===== config.mk =====
export PLATFORM = sky130hd
export DESIGN_NAME = v34_rate_negotiation
export DESIGN_NICKNAME = d
export VERILOG_FILES = /design/src/rate_pick.v /design/src/stage_timer.v /design/src/v34_rate_negotiation.v
export VERILOG_INCLUDE_DIRS = /design/src
export SDC_FILE = /design/constraint.sdc
export NUM_CORES = 1
export LEC_CHECK = 0
export BUFFER_PORTS_ARGS = -buffer_cell sky130_fd_sc_hd__buf_2
export CAP_MARGIN = 25
export CORE_ASPECT_RATIO = 1.2
export CORE_UTILIZATION = 50
export CTS_BUF_LIST = sky130_fd_sc_hd__clkbuf_16
export DETAILED_ROUTE_END_ITERATION = 10
export MAX_ROUTING_LAYER = met4
export PLACE_DENSITY = 0.7
export SLEW_MARGIN = 0
export SYNTH_ARGS = -nofsm -noshare
export SYNTH_HDL_FRONTEND = slang
export SYNTH_SLANG_ARGS = --single-unit

===== constraint.sdc =====
create_clock -name i_clk_sys -period 15.33 [get_ports i_clk_sys]
set_input_delay 1.533 -clock i_clk_sys [delete_from_list [all_inputs] [get_ports i_clk_sys]]
set_output_delay 1.533 -clock i_clk_sys [all_outputs]
set_load 0.01 [all_outputs]

===== src/v34_rate_regs.vh =====
/*
  Register offsets, field positions, reset values, codes and timing counts
  for the V.34 data rate negotiation block.
  Assumes a byte-wide register port with a 10-bit address.
*/
`ifndef V34_RATE_REGS_VH
`define V34_RATE_REGS_VH

// ----------------------------------------------------------------------------
// Register offsets
// ----------------------------------------------------------------------------
`define OFS_ABORT_REASON        10'h014
`define OFS_CONTROL             10'h015
`define OFS_STATUS              10'h016
`define OFS_CONFIG_CODE         10'h017
`define OFS_SELECTED_RATE       10'h018
`define OFS_PREFERRED_RATE      10'h30a
`define OFS_MAX_ALLOWED_RATE    10'h37a
`define OFS_MASK_LOW            10'h382
`define OFS_MASK_HIGH           10'h383

// ----------------------------------------------------------------------------
// Field positions
// ----------------------------------------------------------------------------
`define CTL_AUTO_RATE_ENABLE    0
`define CTL_RATE_CONTROL_BIT    1
`define CTL_RECIPIENT           2
`define CTL_INITIATOR           3
`define STS_STAGE_A             0
`define STS_STAGE_B             1
`define STS_STAGE_C             2
`define STS_MPH_RX              3
`define STS_RATE_VALID          4
`define STS_ABORTED             5

// ----------------------------------------------------------------------------
// Reset values and codes
// ----------------------------------------------------------------------------
`define RST_MAX_ALLOWED_RATE    8'h0c
`define RST_PREFERRED_RATE      8'h0c
`define RST_CONFIG_CODE         8'haa
`define RST_MASK_LOW            8'hff
`define RST_MASK_HIGH           8'hff
`define RST_CONTROL             8'h00
`define CONFIG_V8_MODE          8'haa
`define RATE_CODE_TOP           4'he
`define ABORT_NONE              8'h00
`define ABORT_STAGE_A           8'h01
`define ABORT_STAGE_B           8'h02
`define ABORT_STAGE_C           8'h03
`define ABORT_MPH               8'h04
`define ABORT_NO_COMMON         8'h05

// ----------------------------------------------------------------------------
// Timing
// ----------------------------------------------------------------------------
`define CLK_MHZ                 100
`define STAGE_TIMEOUT_US        10000
`define STAGE_TIMEOUT_CYCLES    (`STAGE_TIMEOUT_US * `CLK_MHZ)

`endif


===== src/rate_pick.v =====
/*
  Picks the highest rate enabled in a 14-bit mask whose code does not exceed
  a limit code. Code c stands for c times 2400 bps; bit n of the mask is code
  n+1. A result of zero means no rate qualifies.
  Assumes a purely combinational use.
*/
`timescale 1ns/1ps
`default_nettype none

module rate_pick (
  // Candidates
  input  wire [13:0] i_mask,
  input  wire [3:0]  i_limit,
  // Result
  output reg  [3:0]  o_code
);

  integer n;

  always @* begin
    o_code = 4'h0;
    for (n = 0; n < 14; n = n + 1) begin
      if (i_mask[n] && (n + 1 <= i_limit)) begin
        o_code = n[3:0] + 4'h1;
      end
    end
  end

endmodule

`default_nettype wire


===== src/stage_timer.v =====
/*
  Watchdog for one handshake stage: counts while armed and flags expiry.
  Assumes restart pulses when a new stage begins.
*/
`timescale 1ns/1ps
`default_nettype none

module stage_timer #(
  parameter LIMIT = 1000000
) (
  // Clock and reset
  input  wire i_clk_sys,
  input  wire i_rst_n,
  // Control
  input  wire i_restart,
  input  wire i_run,
  // Status
  output wire o_expired
);

  reg [23:0] count;

  always @(posedge i_clk_sys or negedge i_rst_n) begin
    if (!i_rst_n) begin
      count <= 24'h00_0000;
    end else if (i_restart || !i_run) begin
      count <= 24'h00_0000;
    end else if (!o_expired) begin
      count <= count + 24'h00_0001;
    end
  end

  assign o_expired = i_run && (count == LIMIT[23:0] - 24'h00_0001);

endmodule

`default_nettype wire


===== src/v34_rate_negotiation.v =====
/*
  V.34 half-duplex primary channel data rate negotiation: register file,
  handshake sequencer with stage watchdog, MPh build and compare, abort
  reporting.
  Assumes a byte register port with read data one cycle after the strobe,
  and line-side event pulses from the modem datapath.
*/
// Our own choice: the plain strobed port.
// ----------------------------------------------------------------------------
// ----------------------------------------------------------------------------
`timescale 1ns/1ps
`default_nettype none
`include "v34_rate_regs.vh"

module v34_rate_negotiation #(
  parameter STAGE_TIMEOUT = `STAGE_TIMEOUT_CYCLES
) (
  // Clock and reset
  input  wire        i_clk_sys,
  input  wire        i_rst_n,
  // Register port
  input  wire [9:0]  i_addr,
  input  wire [7:0]  i_wdata,
  input  wire        i_wr,
  input  wire        i_rd,
  output reg  [7:0]  o_rdata,
  // Host control lines
  input  wire        i_dtr,
  input  wire        i_rts,
  // Line-side events
  input  wire        i_start,
  input  wire        i_v8_done,
  input  wire        i_stage_a,
  input  wire        i_stage_b,
  input  wire        i_stage_c,
  input  wire [3:0]  i_ara_code,
  input  wire        i_mph_rx_valid,
  input  wire [13:0] i_mph_rx_mask,
  input  wire [3:0]  i_mph_rx_max,
  // Line-side results
  output reg         o_train_tx,
  output reg         o_mph_tx_valid,
  output reg  [13:0] o_mph_tx_mask,
  output reg  [3:0]  o_mph_tx_max,
  output reg  [3:0]  o_rate_code,
  output reg         o_rate_valid,
  output reg         o_cleardown
);

  // --------------------------------------------------------------------------
  // States
  // --------------------------------------------------------------------------
  localparam [2:0] ST_IDLE    = 3'd0;
  localparam [2:0] ST_WAIT_A  = 3'd1;
  localparam [2:0] ST_WAIT_B  = 3'd2;
  localparam [2:0] ST_WAIT_C  = 3'd3;
  localparam [2:0] ST_SEND    = 3'd4;
  localparam [2:0] ST_WAIT_MP = 3'd5;
  localparam [2:0] ST_PRIMARY = 3'd6;

  // --------------------------------------------------------------------------
  // Registers
  // --------------------------------------------------------------------------
  reg  [7:0]  abort_reason_code;
  reg  [7:0]  control;
  reg  [5:0]  status;
  reg  [7:0]  config_code;
  reg  [7:0]  preferred_connect_rate;
  reg  [7:0]  max_allowed_rate;
  reg  [7:0]  rate_enable_mask_low;
  reg  [7:0]  rate_enable_mask_high;
  reg  [2:0]  state;
  reg         resync;
  reg         rts_q;
  reg         dtr_q;

  wire        auto_rate_enable = control[`CTL_AUTO_RATE_ENABLE];
  wire        recipient        = control[`CTL_RECIPIENT];
  wire        initiator        = control[`CTL_INITIATOR];
  wire [15:0] mask16           = {rate_enable_mask_high, rate_enable_mask_low};
  wire [13:0] mask             = mask16[13:0];
  wire        wr_status        = i_wr && (i_addr == `OFS_STATUS);
  wire        rts_drop         = rts_q && !i_rts;
  wire        dtr_rise         = i_dtr && !dtr_q;

  // --------------------------------------------------------------------------
  // Local maximum preferred rate
  // --------------------------------------------------------------------------
  // The smaller of two codes; neither input is limited to the top code.
  function [3:0] min4;
    input [3:0] a;
    input [3:0] b;
    begin
      min4 = (a < b) ? a : b;
    end
  endfunction

  reg  [3:0] pref_limit;

  always @* begin
    if (resync) begin
      // Adaptation results are ignored between pages.
      if (initiator) begin
        pref_limit = min4(config_code[3:0], max_allowed_rate[3:0]);
      end else begin
        pref_limit = `RATE_CODE_TOP;
      end
    end else if (recipient && auto_rate_enable) begin
      pref_limit = min4(i_ara_code, max_allowed_rate[3:0]);
    end else begin
      pref_limit = min4(min4(preferred_connect_rate[3:0], config_code[3:0]),
                        max_allowed_rate[3:0]);
    end
  end

  wire [3:0] local_max;

  rate_pick u_local_pick (
    .i_mask  (mask),
    .i_limit (pref_limit),
    .o_code  (local_max)
  );

  // Rates at or below the local maximum, further cut by the mask.
  reg  [13:0] local_mask;
  integer     k;

  always @* begin
    local_mask = 14'h0000;
    for (k = 0; k < 14; k = k + 1) begin
      local_mask[k] = mask[k] && (k + 1 <= local_max);
    end
  end

  // --------------------------------------------------------------------------
  // Common rate against the received MPh
  // --------------------------------------------------------------------------
  wire [3:0] common_rate;

  rate_pick u_common_pick (
    .i_mask  (local_mask & i_mph_rx_mask),
    .i_limit (min4(local_max, i_mph_rx_max)),
    .o_code  (common_rate)
  );

  // --------------------------------------------------------------------------
  // Stage watchdog
  // --------------------------------------------------------------------------
  wire timer_run = (state == ST_WAIT_A) || (state == ST_WAIT_B) ||
                   (state == ST_WAIT_C) || (state == ST_WAIT_MP);
  wire stage_hit = ((state == ST_WAIT_A) && i_stage_a) ||
                   ((state == ST_WAIT_B) && i_stage_b) ||
                   ((state == ST_WAIT_C) && i_stage_c);
  wire timed_out;

  stage_timer #(
    .LIMIT (STAGE_TIMEOUT)
  ) u_timer (
    .i_clk_sys (i_clk_sys),
    .i_rst_n   (i_rst_n),
    .i_restart (stage_hit),
    .i_run     (timer_run),
    .o_expired (timed_out)
  );

  // --------------------------------------------------------------------------
  // Handshake sequencer
  // --------------------------------------------------------------------------
  reg [7:0] abort_code_now;

  always @* begin
    case (state)
      ST_WAIT_A:  abort_code_now = `ABORT_STAGE_A;
      ST_WAIT_B:  abort_code_now = `ABORT_STAGE_B;
      ST_WAIT_C:  abort_code_now = `ABORT_STAGE_C;
      default:    abort_code_now = `ABORT_MPH;
    endcase
  end

  wire start_now = ((state == ST_IDLE) && i_start) ||
                   ((state == ST_PRIMARY) && rts_drop);

  always @(posedge i_clk_sys or negedge i_rst_n) begin
    if (!i_rst_n) begin
      state             <= ST_IDLE;
      resync            <= 1'b0;
      abort_reason_code <= `ABORT_NONE;
      o_train_tx        <= 1'b0;
      o_mph_tx_valid    <= 1'b0;
      o_mph_tx_mask     <= 14'h0000;
      o_mph_tx_max      <= 4'h0;
      o_rate_code       <= 4'h0;
      o_rate_valid      <= 1'b0;
      o_cleardown       <= 1'b0;
    end else begin
      o_mph_tx_valid <= 1'b0;
      o_cleardown    <= 1'b0;
      if (start_now) begin
        // A new handshake leaves the last abort code in place.
        state        <= ST_WAIT_A;
        resync       <= (state == ST_PRIMARY);
        o_train_tx   <= 1'b1;
        o_rate_valid <= 1'b0;
      end else if (timed_out) begin
        state             <= ST_IDLE;
        o_train_tx        <= 1'b0;
        abort_reason_code <= abort_code_now;
      end else begin
        case (state)
          ST_WAIT_A: begin
            if (i_stage_a) begin
              state <= ST_WAIT_B;
            end
          end
          ST_WAIT_B: begin
            if (i_stage_b) begin
              state <= ST_WAIT_C;
            end
          end
          ST_WAIT_C: begin
            if (i_stage_c) begin
              state <= ST_SEND;
            end
          end
          ST_SEND: begin
            o_mph_tx_valid <= 1'b1;
            o_mph_tx_mask  <= local_mask;
            o_mph_tx_max   <= local_max;
            state          <= ST_WAIT_MP;
          end
          ST_WAIT_MP: begin
            if (i_mph_rx_valid) begin
              o_train_tx <= 1'b0;
              if (common_rate == 4'h0) begin
                abort_reason_code <= `ABORT_NO_COMMON;
                o_cleardown       <= 1'b1;
                state             <= ST_IDLE;
              end else begin
                o_rate_code  <= common_rate;
                o_rate_valid <= 1'b1;
                state        <= ST_PRIMARY;
              end
            end
          end
          ST_PRIMARY: begin
            state <= ST_PRIMARY;
          end
          default: begin
            state <= ST_IDLE;
          end
        endcase
      end
    end
  end

  // --------------------------------------------------------------------------
  // Status flags: hardware set wins over a write-one clear
  // --------------------------------------------------------------------------
  wire [3:0] status_set = {i_mph_rx_valid, i_stage_c, i_stage_b, i_stage_a};

  always @(posedge i_clk_sys or negedge i_rst_n) begin
    if (!i_rst_n) begin
      status <= 6'h00;
    end else begin
      status[3:0] <= (status[3:0] & ~(wr_status ? i_wdata[3:0] : 4'h0)) | status_set;
      status[`STS_RATE_VALID] <= o_rate_valid;
      if (timed_out || (state == ST_WAIT_MP && i_mph_rx_valid && common_rate == 4'h0)) begin
        status[`STS_ABORTED] <= 1'b1;
      end else if (wr_status && i_wdata[`STS_ABORTED]) begin
        status[`STS_ABORTED] <= 1'b0;
      end
    end
  end

  // --------------------------------------------------------------------------
  // Host-visible registers
  // --------------------------------------------------------------------------
  always @(posedge i_clk_sys or negedge i_rst_n) begin
    if (!i_rst_n) begin
      control                <= `RST_CONTROL;
      config_code            <= `RST_CONFIG_CODE;
      preferred_connect_rate <= `RST_PREFERRED_RATE;
      max_allowed_rate       <= `RST_MAX_ALLOWED_RATE;
      rate_enable_mask_low   <= `RST_MASK_LOW;
      rate_enable_mask_high  <= `RST_MASK_HIGH;
      rts_q                  <= 1'b0;
      dtr_q                  <= 1'b0;
    end else begin
      rts_q <= i_rts;
      dtr_q <= i_dtr;
      if (i_wr) begin
        case (i_addr)
          `OFS_CONTROL:          control                <= {4'h0, i_wdata[3:0]};
          `OFS_CONFIG_CODE:      config_code            <= i_wdata;
          `OFS_PREFERRED_RATE:   preferred_connect_rate <= i_wdata;
          `OFS_MAX_ALLOWED_RATE: max_allowed_rate       <= i_wdata;
          `OFS_MASK_LOW:         rate_enable_mask_low   <= i_wdata;
          `OFS_MASK_HIGH:        rate_enable_mask_high  <= i_wdata;
          default:               control                <= control;
        endcase
      end
      // Hardware updates follow host writes in the same cycle, so they win.
      if (dtr_rise && (config_code == `CONFIG_V8_MODE)) begin
        max_allowed_rate <= {4'h0, preferred_connect_rate[3:0]};
      end
      if (i_v8_done) begin
        config_code <= preferred_connect_rate;
      end
    end
  end

  // --------------------------------------------------------------------------
  // Read port: data stand in the cycle after the strobe only
  // --------------------------------------------------------------------------
  always @(posedge i_clk_sys or negedge i_rst_n) begin
    if (!i_rst_n) begin
      o_rdata <= 8'h00;
    end else if (i_rd) begin
      case (i_addr)
        `OFS_ABORT_REASON:     o_rdata <= abort_reason_code;
        `OFS_CONTROL:          o_rdata <= control;
        `OFS_STATUS:           o_rdata <= {2'b00, status};
        `OFS_CONFIG_CODE:      o_rdata <= config_code;
        `OFS_SELECTED_RATE:    o_rdata <= {4'h0, o_rate_code};
        `OFS_PREFERRED_RATE:   o_rdata <= preferred_connect_rate;
        `OFS_MAX_ALLOWED_RATE: o_rdata <= max_allowed_rate;
        `OFS_MASK_LOW:         o_rdata <= rate_enable_mask_low;
        `OFS_MASK_HIGH:        o_rdata <= rate_enable_mask_high;
        default:               o_rdata <= 8'h00;
      endcase
    end else begin
      o_rdata <= 8'h00;
    end
  end

endmodule

`default_nettype wire


==> results.py, run 1 <==
metrics = {
    "outcome": {
        "outcome": "finished, final reports clean",
    },
    "place": {
        "placed_cell_area_mm2": 0.008220,
        "routabilityCongestion": 0.9628,
        "dp_hpwl_um": 15690,
        "dp_cells": 1081,
        "io_buffer_count": 85,
    },
    "worst_setup_path": {
        "worstPathMaxFanout": 11,
        "worstSetupPathType": "register to register",
        "end_kind": "register",
        "reg2reg_from": "config_code[3]",
        "setup.worst_path.start_class": "register",
        "crit_start": "config_code[3]",
        "r2r_slack_ps": 7300,
        "timing.critical_path.required_ps": 15640,
        "cp_data_arrival_time_ps": 8340,
    },
    "synth": {
        "synth.avg_cell_area_um2": 9.356,
        "proportion_of_synthesized_chip_area_in_sequential_cells_pct": 38.74,
        "postSynthRegisterBits": 117,
        "synth-compound-area-share_pct": 24.17,
        "ys_types": 98,
        "number_of_enable_type_register_cells_in_the_synthesized_netlist": 0,
        "dominantRegCellSynth": "dfrtp_1",
        "synth-adder-area-share_pct": 3.278,
        "async_reset_ff_share_pct": 100.0,
        "syn_inst": 816,
        "yosys.area_share.xor_xnor_pct": 2.180,
        "ys.warnings.count": 0,
        "synth_top_family_by_area": "compound AO/OA/AOI/OAI gates",
        "mappedNetlistArea_mm2": 0.007635,
        "synth_simple_gate_area_share_pct": 19.65,
        "yosys-mux-area-fraction_pct": 8.637,
        "net_count_after_synthesis": 888,
    },
    "finish": {
        "multi_input_comb_area_mm2": 0.004422,
        "insertedDiodeCount": 0,
        "final_layout_size_suffix_gt1_share_pct": 24.09,
        "nNetsFinal": 968,
        "final_cell_count_no_fill": 1113,
        "post-route-cell-area_mm2": 0.008857,
        "fill_cells": 1374,
        "area_growth_pct": 16.01,
        "ff_latch_area_mm2": 0.002958,
    },
    "timing": {
        "finalHoldViolations": 0,
        "final.setup.tns_ps": 0,
        "timing.final.max_slew_violations": 0,
        "maxClockFrequency_mhz": 124.5,
        "fin_worst_skew_ps": 8.498,
        "layout_worst_path_cycle_share_pct": 52.41,
        "max_slew.worst_pin.slew_ps": 1001,
        "grt_setup_unrepaired": "no",
        "setup_viol_count_final": 0,
        "whs_ps": 465.6,
        "max_slew_margin_pct": 32.67,
        "finalCriticalPeriod_ps": 8034,
    },
    "floorplan": {
        "fp.dieArea_mm2": 0.01577,
        "start_util_pct": 51.04,
        "die_width_um": 114.8,
        "std_cell_rows": 49,
        "coreArea_mm2": 0.01496,
        "die_height_um": 137.4,
        "top_level_ports": 86,
    },
    "routing": {
        "vias_per_cell": 6.146,
        "number_of_search_and_repair_iterations_in_the_first_detailed_routing_pass": 5,
        "top_layer_used": "met4",
        "detail-route-antenna-nets": 0,
        "routedWlPerCell_um": 19.37,
        "drc": 0,
        "drt_iter0_markers": 455,
        "route.layer.met1.wl_um": 9156,
        "met3RoutedLength_um": 1311,
        "vias": 6841,
        "route.final.wire_length_um": 21560,
        "met2_length_um": 10480,
    },
    "clock_tree": {
        "clock_path_buffers": 2,
        "tritoncts": "done",
        "cts_hold_repair.buffers": 0,
        "clkLatencyLatePin_ps": 420,
        "clkSlewWorstSetupHoldPaths_ps": 60,
        "num_clock_sinks": 117,
        "clock_tree_root_buffer_cell": "clkbuf_16",
        "cts_made_buffers": 17,
        "cts_post_setup_buffers_inserted": 0,
        "ctsHtreeMaxLevel": 4,
        "cts-resized-gates": 0,
    },
    "power_and_ir_drop": {
        "cellLeakagePower_nw": 3.947,
        "worst_ir_drop_vdd_v": 0.00007867,
        "totalPowerFinal_mw": 1.015,
        "power_density_mw_per_mm2": 114.6,
    },
    "grt": {
        "grt_overflow_total": 0,
        "grtUsageTotal_pct": 29.46,
        "antenna_found_initial": 0,
        "largest_net_degree_at_the_start_of_global_routing": 73,
        "grt_pass1_vias": 6487,
        "grt_first_pass_wirelength_um": 34230,
    },
    "flow_run": {
        "maxCapViolations": 0,
    },
    "min_path": {
        "min-delay-start": "o_mph_tx_mask[7]",
        "hold_path.class": "register to register",
    },
}
-- power breakdown --
group / switching, mW / internal, mW / leakage [nW]
combinational: 0.121 / 0.0799 / 2.15
sequential: 0.0323 / 0.346 / 1.49
clock: 0.150 / 0.286 / 0.307
total: 0.303 / 0.712 / 3.95
-- worst paths after layout --
path,endpoint,cells after the start
worst max-delay path,abort_reason_code[2],27
worst min-delay path,o_mph_tx_mask[7],2
worst max register to register,abort_reason_code[2],27
worst min register to register,o_mph_tx_mask[7],2
max in group asynchronous,preferred_connect_rate[7],2
min in group asynchronous,o_mph_tx_mask[1],1
-- logic make-up (layout without fill, tap and decap cells) --
group                    Yosys count  count (layout)
buffers and inverters             61             154
AND/OR/NAND/NOR                  297             297
multiplexers                      61              61
AO/OA/AOI/OAI                    241             241
flip-flops                       117             117
adder cells (fa/ha/maj)           20              20
XOR/XNOR                          19              19
-- stage by stage --
stage	util [%]	worst slack (ps)
after floorplan	-	8462
after global placement	54.90	7557
after detailed placement	54.95	7471
after CTS	59.21	7429
after global routing	59.21	6731
final	59.21	7296
-- state kept, by name (all words and copies together) (netlist names), 3 cells and up --
register                cells
o_rdata                     8
rate_enable_mask_low        8
rate_enable_mask_high       8
preferred_connect_rate      8
o_mph_tx_max                4
state                       3
max_allowed_rate            8
o_rate_code                 4
config_code                 8
u_timer.count              24
control                     4
o_mph_tx_mask              14
status                      6
abort_reason_code           3
-- metal layers --
| layer | up-vias | global-route usage (%) |
|---|---|---|
| met2 | 268 | 47.91 |
| met4 | 0 | 11.54 |
| li1 | 3206 | - |
| met3 | 54 | 5.543 |
| met5 | - | - |
| met1 | 3313 | 36.33 |
-- worst max-delay path, cell delays in order (launching register included) --
cell	delay, ps
dfstp_2	580
inv_1	70
ha_1	290
o211ai_1	110
o21ai_2	410
mux2_2	390
ha_1	210
a21o_1	210
or3_4	360
a2111oi_4	360
o21ai_2	140
a211oi_2	500
o21ai_1	180
o22ai_1	330
o221ai_1	250
nor2_2	210
inv_1	130
ha_1	300
nor2b_1	130
o21ai_0	140
nand2b_1	90
a21oi_1	650
a211oi_1	260
o211a_1	280
o41a_1	430
o311ai_4	390
a211oi_2	170
o32a_1	340
-- cell type report --
cell class | count | share of cell area (%)
sequential | 117 | 33.39
tap | 204 | 2.882
clock inverter | 15 | 2.387
clock buffer | 17 | 4.803
inverter | 32 | 1.356
multi-input combinational | 638 | 49.92
timing repair buffer | 90 | 5.255
-- cells in the mapped netlist (all sizes together), types with 4 or more instances --
| library cell | instances | area share [%] |
|---|---|---|
| nand3 | 23 | 1.5 |
| a31oi | 8 | 0.85 |
| nor2 | 66 | 3.3 |
| buf | 8 | 0.72 |
| nor4 | 11 | 1.1 |
| inv | 32 | 1.6 |
| a2111oi | 6 | 1.8 |
| mux2 | 33 | 5.0 |
| a22oi | 4 | 0.46 |
| a311o | 4 | 0.52 |
| nand2b | 8 | 0.66 |
| o211ai | 10 | 1.2 |
| or2 | 4 | 0.33 |
| or3b | 4 | 0.46 |
| and2 | 6 | 0.52 |
| xor2 | 17 | 2.0 |
| clkbuf | 21 | 1.0 |
| a21o | 15 | 1.5 |
| or3 | 11 | 0.97 |
| o221ai | 4 | 0.54 |
| nand4 | 11 | 0.98 |
| ha | 20 | 3.3 |
| and3 | 17 | 1.4 |
| nand2 | 100 | 4.9 |
| o22ai | 4 | 0.33 |
| nor3b | 5 | 0.56 |
| a211oi | 13 | 1.4 |
| nor2b | 6 | 0.49 |
| o31ai | 8 | 0.92 |
| mux2i | 28 | 3.7 |
| a221oi | 13 | 1.6 |
| o21ai | 65 | 4.5 |
| nor3 | 12 | 0.92 |
| dfstp | 24 | 8.3 |
| o211a | 4 | 0.52 |
| dfrtp | 93 | 30 |
| o21a | 8 | 0.79 |
| a21oi | 39 | 2.7 |
| a31o | 4 | 0.46 |
-- layout by cell type (no fill, tap or decap), types with 24 or more instances in the layout --
cell     Yosys  layout
nand2_1    100     100
dfrtp_1     93      93
buf_2        2      84
nor2_1      65      65
o21ai_0     53      53
a21oi_1     37      37
inv_1       31      32
mux2_2      30      30
mux2i_1     28      28
dfstp_2     24      24
Power figures use the tool's default switching activity.
==> run 2: changes to the inputs <==
clock period = 7.5 ns   (was 15.33 ns; I/O delays follow)
==> run 2 against run 1 <==
Compared with the run above:
- the run now ends with DRC left
- global-route usage up 0.32 points
- first-iteration DRC count up 18%
- flip-flop and latch count unchanged
- critical path type unchanged
==> results.py, run 2 (synthesis results as in run 1) <==
metrics = {
    "worst_setup_path": {
        "crit_slowest_cell": "dfstp_2",
        "cpMostUsedCell": "ha_1",
        "r2r_slack_ps": 250,
        "setup.worst_path.start_class": "register",
        "timing.critical_path.to": "abort_reason_code[2]",
        "r2r.worst_path.cells": 28,
        "rr_endpoint": "abort_reason_code[2]",
        "reg2reg_from": "config_code[1]",
        "timing.critical_path.required_ps": 7810,
        "end_kind": "register",
        "cp_slowest_stage_delay_ps": 580,
        "cp_data_arrival_time_ps": 7560,
        "worstSetupPathType": "register to register",
        "crit_start": "config_code[1]",
        "worstPathMaxFanout": 9,
    },
    "place": {
        "dp_hpwl_um": 16230,
        "routabilityCongestion": 0.9635,
        "placed_cell_area_mm2": 0.008295,
        "io_buffer_count": 85,
    },
    "routing": {
        "drc": 2,
        "vias_per_cell": 6.148,
        "number_of_search_and_repair_iterations_in_the_first_detailed_routing_pass": 8,
        "route.final.wire_length_um": 21740,
        "detail-route-antenna-nets": 0,
        "routedWlPerCell_um": 19.32,
        "vias": 6916,
        "drt_iter0_markers": 537,
    },
    "grt": {
        "grtUsageTotal_pct": 29.78,
        "antenna_found_initial": 0,
        "largest_net_degree_at_the_start_of_global_routing": 53,
        "global_route.usage.met3_pct": 4.443,
        "grt_pass1_vias": 6763,
        "grt.met2_usage_pct": 48.65,
        "grt_first_pass_wirelength_um": 34940,
        "global_route.peak_usage_layer": "met2",
        "grt_overflow_total": 0,
        "grt_util_met1_pct": 37.25,
    },
    "finish": {
        "layout_commonest_cell": "nand2_1",
        "registers.top_by_ff_count": "u_timer.count",
        "nNetsFinal": 980,
        "largest_register_ff_count": 24,
        "final_cell_mix": "100 x nand2_1, 93 x dfrtp_1, 84 x buf_2",
        "area_growth_pct": 16.88,
        "finish.utilization_pct": 59.65,
        "largest_registers": "u_timer.count x24, o_mph_tx_mask x14",
        "post-route-cell-area_mm2": 0.008924,
        "insertedDiodeCount": 0,
        "final_layout_size_suffix_gt1_share_pct": 25.95,
    },
    "clock_tree": {
        "clkLatencyLatePin_ps": 420,
        "num_clock_sinks": 117,
        "tritoncts": "done",
        "ctsHtreeMaxLevel": 4,
        "clock_path_buffers": 2,
        "clkSlewWorstSetupHoldPaths_ps": 60,
        "cts_made_buffers": 17,
        "clock_tree_root_buffer_cell": "clkbuf_16",
    },
    "timing": {
        "timing.final.max_slew_violations": 0,
        "layout_worst_path_cycle_share_pct": 96.70,
        "setup_viol_count_final": 0,
        "whs_ps": 291.1,
        "finalCriticalPeriod_ps": 7252,
        "max_slew.worst_pin.slew_ps": 1025,
        "fin_worst_skew_ps": 16.37,
        "finalHoldViolations": 0,
        "max_slew_margin_pct": 31.04,
        "maxClockFrequency_mhz": 137.9,
    },
    "floorplan": {
        "top_level_ports": 86,
        "start_util_pct": 51.04,
        "fp.dieArea_mm2": 0.01577,
        "coreArea_mm2": 0.01496,
        "die_height_um": 137.4,
        "std_cell_rows": 49,
        "die_width_um": 114.8,
    },
    "power_and_ir_drop": {
        "power_density_mw_per_mm2": 222.5,
        "cellLeakagePower_nw": 4.008,
        "worst_ir_drop_vdd_v": 0.0001260,
    },
    "outcome": {
        "violations": "DRC",
        "outcome": "finished with violations",
    },
    "min_path": {
        "hold_path.class": "input pin to async pin",
    },
    "flow_run": {
        "maxCapViolations": 0,
    },
}
[run 2: layout make-up]
cell class	instances	area (um^2)
Fill cell	1373	6036
Multi-Input combinational cell	638	4469
Sequential cell	117	2958
Timing Repair Buffer	102	555.5
Clock buffer	17	425.4
Tap cell	204	255.2
Clock inverter	15	140.1
Inverter	32	120.1
[run 2: metrics by stage]
step	setup slack [ps]	cells	power (mW)	setup TNS, ps
6_report	247.8	1125	1.985	0
5_1_grt	-30.43	1125	2.084	-30.43
4_1_cts	283.3	1123	1.992	0
3_5_place_dp	302.7	1091	1.205	0
3_3_place_gp	495.0	1091	1.200	0
2_1_floorplan	632.0	816	1.048	0
[run 2: report_power, final]
part	internal, mW	switching [mW]
clock	0.484	0.301
sequential	0.707	0.0648
combinational	0.173	0.256
total	1.36	0.622
[run 2: layer usage]
metal / share of wire, % / vias to the layer above
met5: 0 / -
met4: 3.1 / 0
met3: 5.7 / 55
met2: 48 / 285
met1: 43 / 3334
li1: - / 3242
[run 2: timing repair]
item                       CTS  global route
gates resized for setup      0            10
buffers inserted             0             1
setup endpoints to repair    0            11
hold buffers                 0             0
[run 2: how the worst min path moves through the flow]
| stage | slack, ps | cells past startpoint | to | start |
|---|---|---|---|---|
| floorplan | 430 | 0 | status[4] | o_rate_valid |
| global placement | 450 | 2 | o_mph_tx_mask[10] | o_mph_tx_mask[10] |
| detailed placement | 460 | 2 | o_mph_tx_mask[10] | o_mph_tx_mask[10] |
| CTS | 310 | 1 | control[0] | i_rst_n |
| global route | 340 | 1 | control[0] | i_rst_n |
| finish | 290 | 1 | control[0] | i_rst_n |
[run 2: worst max-delay path: cells and delay by family, from the launching register on]
family	cells	cell delay, ps
muxes	2	600
adders and majority gates	3	860
AOI/OAI and AO/OA	15	3970
DFF	1	580
buffers and inverters	2	230
and+or+nand+nor	6	890
==> run 3: changes to the inputs <==
==> constraint.sdc (replaced) <==
create_clock -name i_clk_sys -period 7.5 [get_ports i_clk_sys]
set_input_delay 0.375 -clock i_clk_sys [delete_from_list [all_inputs] [get_ports i_clk_sys]]
set_output_delay 0.375 -clock i_clk_sys [all_outputs]
set_load 0.01 [all_outputs]
==> run 3 against run 2 <==
Compared with the run above:
- the run still ends with DRC left
- hold slack worse by 230 ps
- clock power hardly changed
- clock skew is 1.5 ps lower
- global-route usage hardly changed
- fmax is 0.17% higher
==> results.py, run 3 (synthesis results as in run 1) <==
metrics = {
    "clock_tree": {
        "tritoncts": "done",
        "cts_made_buffers": 17,
        "clock_path_buffers": 2,
        "clock_tree_root_buffer_cell": "clkbuf_16",
        "clkLatencyLatePin_ps": 430,
        "ctsHtreeMaxLevel": 4,
        "num_clock_sinks": 117,
        "clkSlewWorstSetupHoldPaths_ps": 60,
    },
    "flow_run": {
        "maxCapViolations": 0,
    },
    "grt": {
        "antenna_found_initial": 0,
        "grt_pass1_vias": 6775,
        "grt_first_pass_wirelength_um": 34970,
        "largest_net_degree_at_the_start_of_global_routing": 53,
        "grtUsageTotal_pct": 29.80,
        "grt_overflow_total": 0,
    },
    "floorplan": {
        "start_util_pct": 51.04,
        "fp.dieArea_mm2": 0.01577,
        "top_level_ports": 86,
        "coreArea_mm2": 0.01496,
        "die_height_um": 137.4,
        "die_width_um": 114.8,
        "std_cell_rows": 49,
    },
    "place": {
        "routabilityCongestion": 0.9635,
        "dp_worst_setup_slack_ps": 302.7,
        "placed_cell_area_mm2": 0.008295,
        "dp_hpwl_um": 16230,
        "dp_cells": 1091,
        "io_buffer_count": 85,
    },
    "worst_setup_path": {
        "r2r_slack_ps": 260,
        "setup.worst_path.start_class": "register",
        "cp_slowest_stage_delay_ps": 580,
        "end_kind": "register",
        "worstPathMaxFanout": 9,
        "r2r.worst_path.cells": 28,
        "reg2reg_from": "config_code[1]",
        "timing.critical_path.required_ps": 7810,
        "crit_slowest_cell": "dfstp_2",
        "cpMostUsedCell": "ha_1",
        "worstSetupPathType": "register to register",
        "rr_endpoint": "abort_reason_code[2]",
        "cp_data_arrival_time_ps": 7550,
    },
    "finish": {
        "final_cell_count_no_fill": 1126,
        "registers.top_by_ff_count": "u_timer.count",
        "insertedDiodeCount": 0,
        "area_growth_pct": 17.01,
        "nNetsFinal": 981,
        "layout_commonest_cell": "nand2_1",
        "largest_register_ff_count": 24,
        "final_cell_mix": "100 x nand2_1, 93 x dfrtp_1, 84 x buf_2",
        "finish.utilization_pct": 59.72,
        "final_layout_size_suffix_gt1_share_pct": 25.92,
        "post-route-cell-area_mm2": 0.008934,
        "largest_registers": "u_timer.count x24, o_mph_tx_mask x14",
    },
    "power_and_ir_drop": {
        "totalPowerFinal_mw": 1.986,
        "cellLeakagePower_nw": 4.013,
        "power_density_mw_per_mm2": 222.3,
        "worst_ir_drop_vdd_v": 0.0001263,
    },
    "timing": {
        "maxClockFrequency_mhz": 138.1,
        "finalHoldViolations": 0,
        "final.setup.tns_ps": 0,
        "max_slew_margin_pct": 30.77,
        "layout_worst_path_cycle_share_pct": 96.53,
        "fin_worst_skew_ps": 14.88,
        "post-route-worst-setup-slack_ps": 260.3,
        "setup_viol_count_final": 0,
        "whs_ps": 62.56,
        "timing.final.max_slew_violations": 0,
        "max_slew.worst_pin.slew_ps": 1029,
        "finalCriticalPeriod_ps": 7240,
    },
    "min_path": {
        "min_to": "dtr_q",
        "min-delay-start": "i_dtr",
        "hold_path.class": "input pin to register",
        "whs_path_depth": 1,
    },
    "routing": {
        "number_of_search_and_repair_iterations_in_the_first_detailed_routing_pass": 8,
        "drt_iter0_markers": 513,
        "route.layer.met1.wl_um": 9355,
        "routedWlPerCell_um": 19.31,
        "vias": 6865,
        "vias_per_cell": 6.097,
        "detail-route-antenna-nets": 0,
        "top_layer_used": "met4",
        "drc": 2,
        "route.final.wire_length_um": 21750,
        "met2_length_um": 10560,
        "met3RoutedLength_um": 1159,
    },
    "outcome": {
        "outcome": "finished with violations",
        "violations": "DRC",
    },
}
==> run 3: worst max-delay path by stage <==
stage / startpoint / end / slack, ps
after floorplan: config_code[3] / abort_reason_code[2] / 630
after global placement: config_code[3] / abort_reason_code[2] / 490
after detailed placement: config_code[3] / o_rate_code[2] / 300
after CTS: config_code[3] / o_rate_code[2] / 280
after global routing: config_code[3] / abort_reason_code[2] / -30
final: config_code[1] / abort_reason_code[2] / 260
==> run 3: critical path: cells and delay by family (launching register included) <==
family                   cells  cell delay, ps
buffers and inverters        2             240
AND/OR/NAND/NOR              6             860
adder cells (fa/ha/maj)      3             860
multiplexers                 2             610
flip-flops                   1             580
AO/OA/AOI/OAI               15            3970
==> run 3: power breakdown <==
part	total (mW)	switching (mW)	internal [mW]	leakage (nW)
Clock	0.785	0.301	0.484	0.281
Combinational	0.429	0.257	0.173	2.25
Sequential	0.772	0.0649	0.707	1.49
Total	1.99	0.623	1.36	4.01
==> run 3: per-layer routing <==
| metal | GRT usage (%) | vias to the layer above |
|---|---|---|
| li1 | - | 3236 |
| met3 | 4.443 | 57 |
| met1 | 37.25 | 3308 |
| met5 | - | - |
| met2 | 48.72 | 264 |
| met4 | 11.69 | 0 |
==> run 3: cell type report <==
cell class | instances | area [um^2]
Fill cell | 1374 | 6026
Multi-Input combinational cell | 638 | 4469
Sequential cell | 117 | 2958
Timing Repair Buffer | 103 | 565.5
Clock buffer | 17 | 425.4
Tap cell | 204 | 255.2
Clock inverter | 15 | 140.1
Inverter | 32 | 120.1
==> run 3: what timing repair did <==
action / CTS / global route
buffers inserted: 0 / 1
setup endpoints to repair: 0 / 11
hold endpoints to repair: 33 / 0
resized for setup: 0 / 10
hold buffers: 1 / 0
